## config.mk

```make
export PLATFORM = sky130hd
export DESIGN_NAME = lvdsoc_regs
export DESIGN_NICKNAME = d
export VERILOG_FILES = /design/src/lvdsoc_pkg.sv /design/src/lvdsoc_regs.sv
export SDC_FILE = /design/constraint.sdc
export NUM_CORES = 1
export LEC_CHECK = 0
export BUFFER_PORTS_ARGS = -buffer_cell sky130_fd_sc_hd__buf_2
export CORE_UTILIZATION = 55
export CTS_BUF_LIST = sky130_fd_sc_hd__clkbuf_4 sky130_fd_sc_hd__clkbuf_8
export CTS_CLUSTER_DIAMETER = 50
export DETAILED_ROUTE_END_ITERATION = 16
export PLACE_DENSITY = 0.85
export SYNTH_ARGS = -nofsm -noshare
export SYNTH_HDL_FRONTEND = slang
export SYNTH_SLANG_ARGS = --single-unit
```

## constraint.sdc

```tcl
create_clock -name i_mclk -period 2.66 [get_ports i_mclk]
set_input_delay 0.133 -clock i_mclk [delete_from_list [all_inputs] [get_ports i_mclk]]
set_output_delay 0.133 -clock i_mclk [all_outputs]
set_load 0.02 [all_outputs]
```

## src/lvdsoc_pkg.sv

```systemverilog
package lvdsoc_pkg;

  localparam int          ADDR_W              = 12;
  localparam int          DATA_W              = 8;
  localparam int          SAMPLE_W            = 12;
  localparam int          PATTERN_LEN         = 8;

  localparam logic [11:0] PATTERN_CONTROL_OFS = 12'h0190;
  localparam logic [11:0] OUT_IF_ENABLE_OFS   = 12'h0200;
  localparam logic [11:0] OUT_IF_MODE_OFS     = 12'h0201;

  localparam logic [7:0]  PATTERN_CONTROL_RST = 8'h1e;
  localparam logic [7:0]  OUT_IF_ENABLE_RST   = 8'h01;
  localparam logic [7:0]  OUT_IF_MODE_RST     = 8'h01;

  // Pattern control fields
  localparam int          INV_A_BIT           = 0;
  localparam int          INV_B_BIT           = 1;
  localparam int          INV_C_BIT           = 2;
  localparam int          INV_D_BIT           = 3;
  localparam int          FIXED_LANE_BIT      = 4;
  // Bit of the sample flipped by each bus inversion
  localparam int          INV_A_POS           = 8;
  localparam int          INV_B_POS           = 9;
  localparam int          INV_C_POS           = 10;
  localparam int          INV_D_POS           = 11;

  // Enable field
  localparam int          ENABLE_BIT          = 0;

  // Mode fields
  localparam int          DEMUX_BIT           = 0;
  localparam int          ALIGN_BIT           = 1;
  localparam int          INTERLEAVE_BIT      = 2;
  localparam int          WIDTH_LSB           = 4;

  localparam logic [1:0]  WIDTH_12            = 2'h0;
  localparam logic [1:0]  WIDTH_11            = 2'h1;
  localparam logic [1:0]  WIDTH_10            = 2'h2;
  localparam logic [1:0]  WIDTH_8             = 2'h3;

  localparam logic [11:0] LANE_LO             = 12'h0000;
  localparam logic [11:0] LANE_HI             = 12'h0fff;
  // Fixed lane pattern, one bit per sample index: 0,1,0,0,0,1,1,1
  localparam logic [7:0]  FIXED_LANE_BITS     = 8'he2;

  // Frame length in UIs (fixed here, a multiple of 4)
  localparam logic [7:0]  FRAME_UIS           = 8'h80;

  typedef enum logic [1:0] {
    LVDSOC_OFF,
    LVDSOC_WAIT,
    LVDSOC_RUN
  } lvdsoc_state_t;

endpackage

```

## src/lvdsoc_regs.sv

```systemverilog
// Our own choice: strobed register access.
`timescale 1ns/1ps
`default_nettype none

module lvdsoc_regs
  import lvdsoc_pkg::*;
(
  input  wire logic                i_mclk,            // System clock, 20 MHz
  input  wire logic                i_reset_n,         // Async reset, active low
  input  wire logic [ADDR_W-1:0]   i_addr,            // Register address
  input  wire logic [DATA_W-1:0]   i_wdata,           // Write data
  input  wire logic                i_wr,              // Write strobe
  input  wire logic                i_rd,              // Read strobe
  output logic      [DATA_W-1:0]   o_rdata,           // Read data, cycle after strobe
  input  wire logic                i_link_clk,        // Output clock, foreign domain
  input  wire logic                i_sysref,          // SYSREF, foreign domain
  input  wire logic                i_user_test_pattern_select,    // Test pattern select picks user pattern
  input  wire logic [8*SAMPLE_W-1:0] i_user_pattern_sample, // Eight user samples, 0 low
  input  wire logic [SAMPLE_W-1:0] i_sample_ch0,      // Converter channel 0 sample
  input  wire logic [SAMPLE_W-1:0] i_sample_ch1,      // Converter channel 1 sample
  output logic      [SAMPLE_W-1:0] o_bus_a,           // Bus A data
  output logic      [SAMPLE_W-1:0] o_bus_b,           // Bus B data
  output logic      [SAMPLE_W-1:0] o_bus_c,           // Bus C data
  output logic      [SAMPLE_W-1:0] o_bus_d,           // Bus D data
  output logic      [3:0]          o_bus_active,      // Powered buses, D..A
  output logic                     o_strobe,          // Frame start strobe
  output logic                     o_clk_enable,      // Interface clock gate open
  output logic                     o_single_channel   // Interleaved mode in force
);

  logic [7:0]          pat_ctrl_reg;
  logic [7:0]          enable_reg;
  logic [7:0]          mode_reg;
  logic [DATA_W-1:0]   rdata_reg;
  logic [2:0]          link_sync_reg;
  logic [2:0]          sysref_sync_reg;
  lvdsoc_state_t       state_reg;
  logic                ui_phase_reg;
  logic [7:0]          frame_cnt_reg;
  logic [2:0]          pat_idx_reg;
  logic [SAMPLE_W-1:0] bus_a_reg;
  logic [SAMPLE_W-1:0] bus_b_reg;
  logic [SAMPLE_W-1:0] bus_c_reg;
  logic [SAMPLE_W-1:0] bus_d_reg;
  logic [SAMPLE_W-1:0] hold_c_reg;
  logic [SAMPLE_W-1:0] hold_d_reg;
  logic                strobe_reg;

  logic                if_enable;
  logic                demux2;
  logic                aligned;
  logic                interleave;
  logic [1:0]          width_sel;
  logic                link_edge;
  logic                sysref_edge;
  logic                ui_tick;
  logic [2:0]          pat_idx_odd;
  logic [SAMPLE_W-1:0] src_even_a;
  logic [SAMPLE_W-1:0] src_even_b;
  logic [SAMPLE_W-1:0] src_odd_a;
  logic [SAMPLE_W-1:0] src_odd_b;
  logic [SAMPLE_W-1:0] next_a;
  logic [SAMPLE_W-1:0] next_b;
  logic [SAMPLE_W-1:0] next_c;
  logic [SAMPLE_W-1:0] next_d;

  // Pattern sample at an index, fixed lane pattern or user samples
  function automatic logic [SAMPLE_W-1:0] pattern_at(
    input logic [2:0]            idx,
    input logic                  fixed_lane,
    input logic [8*SAMPLE_W-1:0] user
  );
    logic [SAMPLE_W-1:0] s;
    s = user[idx*SAMPLE_W +: SAMPLE_W];
    if (fixed_lane) begin
      s = FIXED_LANE_BITS[idx] ? LANE_HI : LANE_LO;
    end
    return s;
  endfunction

  // Flip one bit of a pattern sample when that bus's inversion is set
  function automatic logic [SAMPLE_W-1:0] invert_bit(
    input logic [SAMPLE_W-1:0] s,
    input logic                inv,
    input int                  pos
  );
    logic [SAMPLE_W-1:0] r;
    r = s;
    if (inv) begin
      r[pos] = ~s[pos];
    end
    return r;
  endfunction

  // Reduce a sample to the selected width, unused low bits zero
  function automatic logic [SAMPLE_W-1:0] width_mask(
    input logic [SAMPLE_W-1:0] s,
    input logic [1:0]          sel
  );
    logic [SAMPLE_W-1:0] r;
    r = s;
    case (sel)
      WIDTH_12: r = s;
      WIDTH_11: r = {s[SAMPLE_W-1:1], 1'b0};
      WIDTH_10: r = {s[SAMPLE_W-1:2], 2'b00};
      WIDTH_8:  r = {s[SAMPLE_W-1:4], 4'h0};
      default:  r = s;
    endcase
    return r;
  endfunction

  assign if_enable  = enable_reg[ENABLE_BIT];
  assign demux2     = mode_reg[DEMUX_BIT];
  assign aligned    = mode_reg[ALIGN_BIT];
  assign interleave = mode_reg[INTERLEAVE_BIT];
  assign width_sel  = mode_reg[WIDTH_LSB +: 2];

  // Register writes
  always_ff @(posedge i_mclk or negedge i_reset_n) begin
    if (!i_reset_n) begin
      pat_ctrl_reg <= PATTERN_CONTROL_RST;
      enable_reg   <= OUT_IF_ENABLE_RST;
      mode_reg     <= OUT_IF_MODE_RST;
    end else if (i_wr) begin
      if (i_addr == PATTERN_CONTROL_OFS) begin
        pat_ctrl_reg <= i_wdata;
      end else if (i_addr == OUT_IF_ENABLE_OFS) begin
        enable_reg <= i_wdata;
      end else if (i_addr == OUT_IF_MODE_OFS) begin
        mode_reg <= i_wdata;
      end
    end
  end

  // Register reads, data in the following cycle only
  always_ff @(posedge i_mclk or negedge i_reset_n) begin
    if (!i_reset_n) begin
      rdata_reg <= '0;
    end else if (i_rd) begin
      if (i_addr == PATTERN_CONTROL_OFS) begin
        rdata_reg <= pat_ctrl_reg;
      end else if (i_addr == OUT_IF_ENABLE_OFS) begin
        rdata_reg <= enable_reg;
      end else if (i_addr == OUT_IF_MODE_OFS) begin
        rdata_reg <= mode_reg;
      end else begin
        rdata_reg <= '0;
      end
    end else begin
      rdata_reg <= '0;
    end
  end

  assign o_rdata = rdata_reg;

  // Synchronise the link clock and SYSREF; stage 0 feeds stage 1 only
  always_ff @(posedge i_mclk or negedge i_reset_n) begin
    if (!i_reset_n) begin
      link_sync_reg   <= '0;
      sysref_sync_reg <= '0;
    end else begin
      link_sync_reg   <= {link_sync_reg[1:0], i_link_clk};
      sysref_sync_reg <= {sysref_sync_reg[1:0], i_sysref};
    end
  end

  assign link_edge   = link_sync_reg[1] & ~link_sync_reg[2];
  assign sysref_edge = sysref_sync_reg[1] & ~sysref_sync_reg[2];

  // Interface sequencer: off while disabled, wait for first link edge
  always_ff @(posedge i_mclk or negedge i_reset_n) begin
    if (!i_reset_n) begin
      state_reg <= LVDSOC_OFF;
    end else if (!if_enable) begin
      state_reg <= LVDSOC_OFF;
    end else begin
      case (state_reg)
        LVDSOC_OFF:  state_reg <= LVDSOC_WAIT;
        LVDSOC_WAIT: if (link_edge) begin
          state_reg <= LVDSOC_RUN;
        end
        LVDSOC_RUN:  state_reg <= LVDSOC_RUN;
        default:     state_reg <= LVDSOC_OFF;
      endcase
    end
  end

  // A UI spans one link cycle, or two with demux by 2
  assign ui_tick = link_edge && (state_reg == LVDSOC_RUN) &&
                   (!demux2 || ui_phase_reg);

  always_ff @(posedge i_mclk or negedge i_reset_n) begin
    if (!i_reset_n) begin
      ui_phase_reg <= 1'b0;
    end else if (state_reg != LVDSOC_RUN) begin
      ui_phase_reg <= 1'b0;
    end else if (link_edge) begin
      ui_phase_reg <= demux2 ? ~ui_phase_reg : 1'b0;
    end
  end

  // Frame counter, held in reset while disabled so SYSREF cannot align it
  always_ff @(posedge i_mclk or negedge i_reset_n) begin
    if (!i_reset_n) begin
      frame_cnt_reg <= '0;
      strobe_reg    <= 1'b0;
    end else if (state_reg == LVDSOC_OFF) begin
      frame_cnt_reg <= '0;
      strobe_reg    <= 1'b0;
    end else if (sysref_edge) begin
      frame_cnt_reg <= '0;
      strobe_reg    <= 1'b0;
    end else if (ui_tick) begin
      strobe_reg <= (frame_cnt_reg == 8'h00);
      if (frame_cnt_reg == FRAME_UIS - 8'h01) begin
        frame_cnt_reg <= '0;
      end else begin
        frame_cnt_reg <= frame_cnt_reg + 8'h01;
      end
    end
  end

  // Pattern index steps one sample per bus pair per UI
  assign pat_idx_odd = pat_idx_reg + 3'h1;

  always_ff @(posedge i_mclk or negedge i_reset_n) begin
    if (!i_reset_n) begin
      pat_idx_reg <= '0;
    end else if (state_reg == LVDSOC_OFF) begin
      pat_idx_reg <= '0;
    end else if (ui_tick) begin
      pat_idx_reg <= demux2 ? pat_idx_reg + 3'h2 : pat_idx_reg + 3'h1;
    end
  end

  // Source per bus: user pattern or converter channels
  always_comb begin
    src_even_a = pattern_at(pat_idx_reg, pat_ctrl_reg[FIXED_LANE_BIT],
                            i_user_pattern_sample);
    src_odd_a  = pattern_at(pat_idx_odd, pat_ctrl_reg[FIXED_LANE_BIT],
                            i_user_pattern_sample);
    src_even_b = src_even_a;
    src_odd_b  = src_odd_a;
    if (!i_user_test_pattern_select) begin
      src_even_a = i_sample_ch0;
      src_odd_a  = i_sample_ch0;
      src_even_b = interleave ? i_sample_ch0 : i_sample_ch1;
      src_odd_b  = src_even_b;
    end
  end

  always_comb begin
    next_a = src_even_a;
    next_b = src_even_b;
    next_c = src_odd_a;
    next_d = src_odd_b;
    if (i_user_test_pattern_select) begin
      next_a = invert_bit(src_even_a, pat_ctrl_reg[INV_A_BIT], INV_A_POS);
      next_b = invert_bit(src_even_b, pat_ctrl_reg[INV_B_BIT], INV_B_POS);
      next_c = invert_bit(src_odd_a, pat_ctrl_reg[INV_C_BIT], INV_C_POS);
      next_d = invert_bit(src_odd_b, pat_ctrl_reg[INV_D_BIT], INV_D_POS);
    end
  end

  // Output buses; staggered mode delays C and D by one UI
  always_ff @(posedge i_mclk or negedge i_reset_n) begin
    if (!i_reset_n) begin
      bus_a_reg  <= '0;
      bus_b_reg  <= '0;
      bus_c_reg  <= '0;
      bus_d_reg  <= '0;
      hold_c_reg <= '0;
      hold_d_reg <= '0;
    end else if (state_reg == LVDSOC_OFF) begin
      bus_a_reg  <= '0;
      bus_b_reg  <= '0;
      bus_c_reg  <= '0;
      bus_d_reg  <= '0;
      hold_c_reg <= '0;
      hold_d_reg <= '0;
    end else if (ui_tick) begin
      bus_a_reg  <= width_mask(next_a, width_sel);
      bus_b_reg  <= width_mask(next_b, width_sel);
      hold_c_reg <= demux2 ? width_mask(next_c, width_sel) : '0;
      hold_d_reg <= demux2 ? width_mask(next_d, width_sel) : '0;
      if (aligned) begin
        bus_c_reg <= demux2 ? width_mask(next_c, width_sel) : '0;
        bus_d_reg <= demux2 ? width_mask(next_d, width_sel) : '0;
      end else begin
        bus_c_reg <= hold_c_reg;
        bus_d_reg <= hold_d_reg;
      end
    end
  end

  assign o_bus_a          = bus_a_reg;
  assign o_bus_b          = bus_b_reg;
  assign o_bus_c          = bus_c_reg;
  assign o_bus_d          = bus_d_reg;
  assign o_strobe         = strobe_reg;
  assign o_clk_enable     = (state_reg != LVDSOC_OFF);
  assign o_bus_active     = (state_reg == LVDSOC_OFF) ? 4'h0 :
                            (demux2 ? 4'hf : 4'h3);
  assign o_single_channel = interleave;

endmodule

`default_nettype wire

```

# == Word-level counts from Yosys, hierarchy flattened ==
# Memories as Yosys holds them, arrays and structs flattened.
# Index checks and enable logic that the tools add are counted.
# word_totals
regBits,125
romBits,16
out_inout_bits,63
memories,2
# classes
addsub,3
mul,2
n_lt_le_gt_ge,2
eq_ne,11
shift,2
mux,61
bitwise,11
n_reduce_logical,14
# mem_list
memory,depth,width,rd,rd_clocked_by_memory_dff,write_ports,line_no,rtl
(name not given),8,1,1,0,0,lvdsoc_regs.sv:76,s = FIXED_LANE_BITS[idx] ? LANE_HI : LANE_LO;
(name not given),8,1,1,0,0,lvdsoc_regs.sv:76,
# op_table
operator,n
12-bit 2-to-1 mux,26
12-bit case mux with 4 select lines,4
96-bit by 8-bit variable part select with 12-bit output,2
8-bit 2-to-1 mux,8
12-bit by 10-bit equality test with 1-bit output (second input constant),2
12-bit by 9-bit equality test with 1-bit output (second input constant),1
1-bit 2-to-1 mux,12
11-bit 2-to-1 mux,1
3-bit by 2-bit multiplier with 5-bit output (second input constant),2
10-bit 2-to-1 mux,1
3-bit 2-to-1 mux,3
9-bit 2-to-1 mux,1
1-bit NOT,9
8-bit by 1-bit adder with 8-bit output (second input constant),1
8-bit by 7-bit equality test with 1-bit output (second input constant),1
8-bit logical NOT,1
3-bit by 4-bit < comparator with 1-bit output (second input constant),2
4-bit 2-to-1 mux,2
2-bit equality test (second input constant),3
2-bit case mux with 3 select lines,1
2-bit nonzero test,3
2-bit by 1-bit equality test with 1-bit output (second input constant),2
2-bit logical NOT,2
2-bit 2-to-1 mux,2
12 further kinds,14

# == Logic depth before layout (Yosys ltp) ==
# Gate-level depths: netlist (run 1).
# depth
word_depth,14
depth_mapped,9

# == Worst setup path before layout (run 1) ==
# OpenSTA, ideal clock, no wires.
# synth_timing
kind,flip-flop to flip-flop
start,register pat_idx_reg[0]
end,"register bus_c_reg[5], in the netlist o_bus_c[5]"
setup_ns,0.128
t_arrival_ns,2.111
required_ns,2.532
slack_ns,0.421
stages_incl_launch_ff,9
cell_sequence,dfrtp_1 -> ha_1 -> buf_6 -> buf_12 -> mux4_2 -> mux2i_1 -> a21oi_1 -> a311oi_1 -> a21oi_1
# synth_between
elab_chain_cells,12
elab_cells_between_ends,14
# synth_lines
item,line_no,rtl
from (decl),lvdsoc_regs.sv:40,logic [2:0] pat_idx_reg;
from (signal assigned),lvdsoc_regs.sv:232,pat_idx_reg <= demux2 ? pat_idx_reg + 3'h2 : pat_idx_reg + 3'h1;
3-bit by 1-bit adder with 3-bit output (*),lvdsoc_regs.sv:224,assign pat_idx_odd = pat_idx_reg + 3'h1;
"parallel branches: the longest is 3 deep, another holds 3-bit by 2-bit multiplier with 5-bit output",--,
12-bit 2-to-1 mux (*),lvdsoc_regs.sv:75,if (fixed_lane) begin
12-bit 2-to-1 mux (*),lvdsoc_regs.sv:244,if (!i_user_test_pattern_select) begin
11-bit 2-to-1 mux (*),lvdsoc_regs.sv:257,if (i_user_test_pattern_select) begin
12-bit case mux with 4 select lines (*),lvdsoc_regs.sv:102,case (sel)
12-bit 2-to-1 mux (*),lvdsoc_regs.sv:287,"bus_c_reg <= demux2 ? width_mask(next_c, width_sel) : '0;"
12-bit 2-to-1 mux (*),lvdsoc_regs.sv:286,if (aligned) begin
12-bit 2-to-1 mux (*),lvdsoc_regs.sv:281,end else if (ui_tick) begin
12-bit 2-to-1 mux (*),lvdsoc_regs.sv:274,end else if (state_reg == LVDSOC_OFF) begin
to (signal assigned),lvdsoc_regs.sv:287,
to (signal assigned),lvdsoc_regs.sv:290,bus_c_reg <= hold_c_reg;
to (decl),lvdsoc_regs.sv:43,logic [SAMPLE_W-1:0] bus_c_reg;
# Every way passes the cells marked *. The select of a mux whose other input is x is not followed.
# A chain may end at the register's enable or synchronous reset.

# == Worst setup path in the final report (run 1) ==
# layout_timing
start,register pat_idx_reg[0]
end,"register bus_c_reg[1], in the netlist o_bus_c[1]"
# Same word-level chain as after synthesis.

==> reports/metrics.yaml, run 1 <==
seqCellArea_sq_um: 3140
h-tree-depth: 4
die_h_um: 122
hold_ws_ns: 0.0296
dp_hpwl_um: 16700
grt_pass1_vias: 7384
synth-main-ff-cell: "dfrtp_1"
rsz0062_at_grt: "no"
gr-total-overflow: 0
clkSlewWorstSetupHoldPaths_ns: 0.07
worstReg2RegStart: "pat_idx_reg[0]$_DFFE_PN0P_"
core_area_sq_um: 14000
root_buffer: "clkbuf_8"
netSwitchingPower_mw: 0.974
dieArea_sq_um: 15000
rows: 43
synth_area_leader_cell: "dfrtp_1"
path_max_fanout: 23
postCtsSetupRepairBufs: 0
final_layout_size_suffix_gt1_share_pct: 37.2
cts_tree: "yes"
power_frac_seq_pct: 47.3
cts_sinks: 125
start_util_pct: 56.9
grt_pass1_wl_um: 37900
holdPathEnd: "o_bus_a[2]$_DFFE_PN0P_"
mostFrequentLayoutCells: "208 x buf_2, 118 x dfrtp_1, 62 x nand2_1"
clock_path_buffers: 2
drt_iter0_markers: 911
grt_max_degree: 59
setup_viol: 0
gp_congestion: 0.908
power_leakage_nw: 4.33
vias: 7449
synth.avg_cell_area_sq_um: 10.7
total_power_mw: 4.04
final_nets: 1113
status: "finished clean"
critPathBufInv: 1
hold_viol_final: 0
routed_wl_um: 23600
post_drt_wl_per_cell_um: 20.5
r2r_cells: 7
hold_path_class: "in2reg"
whs_path_depth: 3
async_flop_share_pct: 100
p_int_mw: 3.07
yosysTopAreaCellShare_pct: 37.4
grt_use_total_pct: 33.3
drc: 0
numCtsBuffers: 17
worstSetupEndpointType: "register"
ys_types: 72
hold_buffers: 17
netlist_area_sq_um: 7960
syn-num-nets: 896
cpLargestDelayFamily: "multiplexers"
area_growth_pct: 22.2
finalCritPeriodShare_pct: 95.6
pwr-share-clk_pct: 43.4
max_cap_viol_count: 0
final_common_cell: "buf_2"
yosys_warnings: 0
startpoint: "pat_idx_reg[0]$_DFFE_PN0P_"
cts-resized-gates: 0
slew_viol_final: 0
antenna_left: 0
worstMarginPinSlew_ns: 0.778
critPathKind: "reg2reg"
hp-start: "i_sample_ch0[2]"
power_density_nw_per_um2: 416
slowest_stage: "mux4_1"
antenna_found_initial: 3
required_ns: 2.98
die_x_um: 122
p_comb_share_pct: 9.3
ios: 210
multiInputGateArea_sq_um: 4390
r2r_end: "o_bus_c[1]$_DFFE_PN0P_"
critPathLaunchType: "register"
max-slew-margin-rel_pct: 48.1
ir_drop_mv: 0.333
finalSetupTns_ns: 0
io_buffer_count: 209
fmax_mhz: 393
final.setup_skew_ns: 0.0125
synth_cells: 742
clock_latency_ns: 0.46
max_stage_delay_ns: 0.56
crit_chain: "ha_1 -> buf_12 -> mux4_1 -> mux2i_1 -> nor3_1 -> nor2_1 -> o32ai_1"
synth_seq_cells: 125
p_sw_share_pct: 24.1
synth_edf_count: 0
r2r_setup_slack_ns: 0.12
cp.arrival_ns: 2.86
nFillCells: 1044
seq_area_frac_synth_pct: 39.4
synth_area_leaders: "dfrtp_1 37%, mux4_2 9.3%, mux2_2 5.1%"
period_minus_slack_ns: 2.54
via_per_inst: 6.45
first_pass_iters: 5
[worst max-delay path by stage]
stage                              to  slack [ns]  cells after the start
6_report       o_bus_c[1]$_DFFE_PN0P_        0.12                      7
5_1_grt        o_bus_c[1]$_DFFE_PN0P_        0.04                      7
4_1_cts        o_bus_d[3]$_DFFE_PN0P_        0.17                      7
3_5_place_dp   o_bus_c[1]$_DFFE_PN0P_        0.18                      7
3_3_place_gp   o_bus_c[1]$_DFFE_PN0P_        0.26                      7
2_1_floorplan  o_bus_c[5]$_DFFE_PN0P_        0.42                      8
[cells in the mapped netlist, types with 9 or more instances]
cell type,instances
o21ai_0,41
a22oi_1,9
and3_1,11
nor3_1,27
o32ai_1,9
clkbuf_1,23
mux4_1,14
o211ai_1,11
buf_4,9
mux2_2,36
nor2b_1,26
nand3_1,14
inv_1,11
nor2_1,55
nand2_1,62
mux2i_1,23
a21oi_1,53
mux4_2,33
buf_2,9
dfrtp_1,119
[cell type report]
class | instances | share of cell area (%)
Multi-Input combinational cell | 546 | 45.1
Sequential cell | 125 | 32.3
Timing Repair Buffer | 258 | 15.5
Clock buffer | 20 | 2.77
Tap cell | 180 | 2.32
Clock inverter | 12 | 1.49
Inverter | 11 | 0.425
Antenna cell | 3 | 0.0772
[logic make-up after synthesis]
group / after synthesis / synth area share [%]
compound gates: 187 / 15.8
mux: 106 / 21.9
buf+inv: 71 / 5.66
xor+xnor: 11 / 1.45
simple gates: 235 / 14.6
flops: 125 / 39.4
fa+ha+maj: 7 / 1.10
[power groups by stage]
stage / Combinational [mW] / Sequential (mW) / Clock [mW]
2_1_floorplan: 0.140 / 1.95 / 0
3_3_place_gp: 0.344 / 1.95 / 0
3_5_place_dp: 0.349 / 1.95 / 0
4_1_cts: 0.371 / 1.91 / 1.76
5_1_grt: 0.409 / 1.91 / 1.84
6_report: 0.378 / 1.91 / 1.76
[layer usage]
| layer | up-vias | share of wire [%] | routed length, um | global-route usage (%) |
|---|---|---|---|---|
| met5 | - | 0 | 0 | 0 |
| met4 | 0 | 3.7 | 864 | 16.9 |
| met1 | 3576 | 40 | 9340 | 43.8 |
| met3 | 75 | 9.4 | 2210 | 7.20 |
| li1 | 3271 | - | - | - |
| met2 | 527 | 47 | 11200 | 52.1 |
[worst min-delay path: cells and delay by family]
family	cells	cell delay (ns)
AO/OA/AOI/OAI	1	0.15
buffers and inverters	1	0.09
AND/OR/NAND/NOR	1	0.07
[stage by stage]
| stage | setup slack, ns | area (sq um) | util, % | instances |
|---|---|---|---|---|
| after detailed placement | 0.182 | 9130 | 65.3 | 1103 |
| after CTS | 0.174 | 9720 | 69.5 | 1152 |
| after floorplan | 0.421 | 7960 | - | 742 |
| after global routing | 0.0448 | 9720 | 69.5 | 1155 |
| after global placement | 0.261 | 9130 | 65.3 | 1103 |
| final | 0.117 | 9720 | 69.5 | 1155 |
No activity file was read; power rests on OpenSTA's default activity.
==> run 2, diff against run 1 <==
--- a/config.mk
+++ b/config.mk
@@ -6,6 +6,7 @@
 export NUM_CORES = 1
 export LEC_CHECK = 0
 export BUFFER_PORTS_ARGS = -buffer_cell sky130_fd_sc_hd__buf_2
+export CORE_ASPECT_RATIO = 1.1
 export CORE_UTILIZATION = 55
 export CTS_BUF_LIST = sky130_fd_sc_hd__clkbuf_4 sky130_fd_sc_hd__clkbuf_8
 export CTS_CLUSTER_DIAMETER = 50
==> constraint.sdc (replaced) <==
create_clock -name i_mclk -period 2.9 [get_ports i_mclk]
set_input_delay 0.145 -clock i_mclk [delete_from_list [all_inputs] [get_ports i_mclk]]
set_output_delay 0.145 -clock i_mclk [all_outputs]
set_load 0.02 [all_outputs]
==> run 2 against run 1 <==
Compared with the run above:
- critical path depth fell by 2
- sequential power fell by 8%
- combinational power down 10%
- first-iteration DRC count fell by 19%
- critical path type is now reg2out
- total power fell by 8.3%
- global-route usage fell by 1.2 points
- clock skew grew 0.0011 ns
- clock power decreased by 9%
- non-clock buffer count is 13 lower
- critical endpoint is now o_bus_active[0]
==> reports/metrics.yaml, run 2 (synthesized netlist as in run 1, its figures left out) <==
status: "finished clean"
final_layout_size_suffix_gt1_share_pct: 36.6  # -0.64 points
final_common_cell: "buf_2"
max_stage_delay_ns: 0.45  # -0.11 ns
grt_use_total_pct: 32.1  # -1.2 points
worstSetupEndpointType: "primary output"
period_minus_slack_ns: 2.57
start_util_pct: 57.0  # +0.10 points
power_density_nw_per_um2: 385  # -7.3%
slew_viol_final: 0  # unchanged
diodes: 0  # -3
max-slew-margin-rel_pct: 49.8  # +1.6 points
worstMarginPinSlew_ns: 0.747  # -0.0311 ns
first_pass_iters: 5  # unchanged
gp_congestion: 0.924  # +1.9%
final.setup_skew_ns: 0.0136  # +0.00111 ns
h-tree-depth: 4  # unchanged
dpl.cell_count: 1100  # -0.27%
clock_path_buffers: 2  # unchanged
gr-total-overflow: 0  # unchanged
rows: 45  # +4.7%
cts_sinks: 125  # unchanged
crit_chain: "inv_1 -> ha_1 -> buf_4 -> inv_1 -> buf_2"
cts_tree: "yes"
routed_wl_um: 22700  # -4.0%
grt_pass1_wl_um: 36500  # -3.7%
power_leakage_nw: 4.25  # -1.8%
dp_hpwl_um: 16600  # -0.51%
numCtsBuffers: 17  # unchanged
via_per_inst: 6.27  # -2.8%
critPathBufInv: 4  # +3
fmax_mhz: 389
finalCritPeriodShare_pct: 88.6
required_ns: 2.76  # -0.22 ns
grt_max_degree: 73  # +24%
nFillCells: 1097  # +5.1%
ir_drop_mv: 0.272  # -18%
drt_iter0_markers: 735  # -19%
die_x_um: 117  # -4.6%
hold_path_class: "in2reg"
setup_viol: 0  # unchanged
core_area_sq_um: 14000  # -0.18%
total_power_mw: 3.71  # -8.3%
clock_latency_ns: 0.44  # -0.02 ns
mostFrequentLayoutCells: "208 x buf_2, 118 x dfrtp_1, 62 x nand2_1"
critPathKind: "reg2out"
critPathLaunchType: "register"
drc: 0  # unchanged
cpLargestDelayFamily: "buffers and inverters"
area_growth_pct: 20.9
hold_viol_final: 0  # unchanged
dieArea_sq_um: 15000  # about the same
vias: 7189  # -3.5%
post_drt_wl_per_cell_um: 19.8  # -3.3%
path_max_fanout: 24  # +4.3%
final_cell_area_sq_um: 9620  # -1.1%
rsz0062_at_grt: "no"
antenna_found_initial: 0  # -3
antenna_left: 0  # unchanged
slowest_stage: "ha_1"
grt_pass1_vias: 6981  # -5.5%
ios: 210  # unchanged
cp.arrival_ns: 2.42  # -0.44 ns
cts-resized-gates: 0  # unchanged
max_cap_viol_count: 0  # unchanged
hold_ws_ns: 0.0188  # -0.0107 ns
r2r_setup_slack_ns: 0.38  # +0.26 ns
die_h_um: 128  # +4.8%
root_buffer: "clkbuf_8"
critPathMostFrequentCell: "inv_1"
place_area_sq_um: 9050  # -0.93%
final_nets: 1100  # -1.2%
finalSetupTns_ns: 0  # unchanged
clkSlewWorstSetupHoldPaths_ns: 0.08  # about the same
instances_no_fill: 1147  # -0.69%
io_buffer_count: 209  # unchanged
run 2: cell count changes in the layout (fill, tap and decap cells not counted), sizes merged, moves of 2 or more:
cell	before	now
buf	241	230
clkinv	8	5
clkinvlp	1	4
diode	3	0
dlygate4sd3	17	15
run 2: worst register-to-register path: cells and delay by family (launching register included):
kind | cells | cell delay (ns)
mux | 1 | 0.32
buf+inv | 1 | 0.30
flops | 1 | 0.60
simple gates | 2 | 0.36
compound gates | 2 | 0.81
run 2: through the flow:
stage / util, % / setup slack [ns]
after floorplan: - / 0.661
after global placement: 64.8 / 0.480
after detailed placement: 64.8 / 0.412
after CTS: 68.9 / 0.319
after global routing: 68.9 / 0.207
final: 68.9 / 0.330
run 2: per-layer routing:
| metal | share of wire [%] | global-route usage, % | wire, um | vias to the layer above |
|---|---|---|---|---|
| met5 | 0 | 0 | 0 | - |
| met4 | 1.5 | 7.97 | 332 | 0 |
| met3 | 7.8 | 7.00 | 1780 | 26 |
| met2 | 51 | 52.9 | 11500 | 384 |
| met1 | 40 | 43.1 | 9110 | 3545 |
| li1 | - | - | - | 3234 |
run 2: power by group:
group	switching, mW	internal [mW]	total (mW)
Clock	0.731	0.884	1.61
Combinational	0.174	0.165	0.339
Sequential	0.00439	1.75	1.75
Total	0.909	2.80	3.71
run 2: cell type report:
type | instances | area [sq um] | area share [%]
well taps | 188 | 235 | 2.45
flip-flops and latches | 125 | 3140 | 32.6
multi-input cells | 546 | 4390 | 45.6
clock buffers | 19 | 255 | 2.65
clock inverters | 13 | 165 | 1.72
inverters | 11 | 41.3 | 0.429
repair buffers | 245 | 1390 | 14.5
run 2: worst paths after layout:
kind                                             from  depth (start not counted)                           to
setup / recovery             state_reg[0]$_DFFE_PN0P_                          5              o_bus_active[0]
hold / removal                        i_sample_ch0[6]                          3    hold_c_reg[6]$_DFFE_PN0P_
setup reg to reg           pat_idx_reg[2]$_DFFE_PN0P_                          6      o_bus_a[11]$_DFFE_PN0P_
hold reg to reg            link_sync_reg[0]$_DFF_PN0_                          0   link_sync_reg[1]$_DFF_PN0_
max in group asynchronous                   i_reset_n                          3  pat_ctrl_reg[2]$_DFFE_PN1P_
min in group asynchronous                   i_reset_n                          2       o_bus_a[4]$_DFFE_PN0P_
run 2: what timing repair did:
action / CTS / global route
hold buffers: 15 / 0
setup endpoints to repair: 0 / 0
setup buffers: 0 / 0
endpoints found under the hold margin: 87 / 0
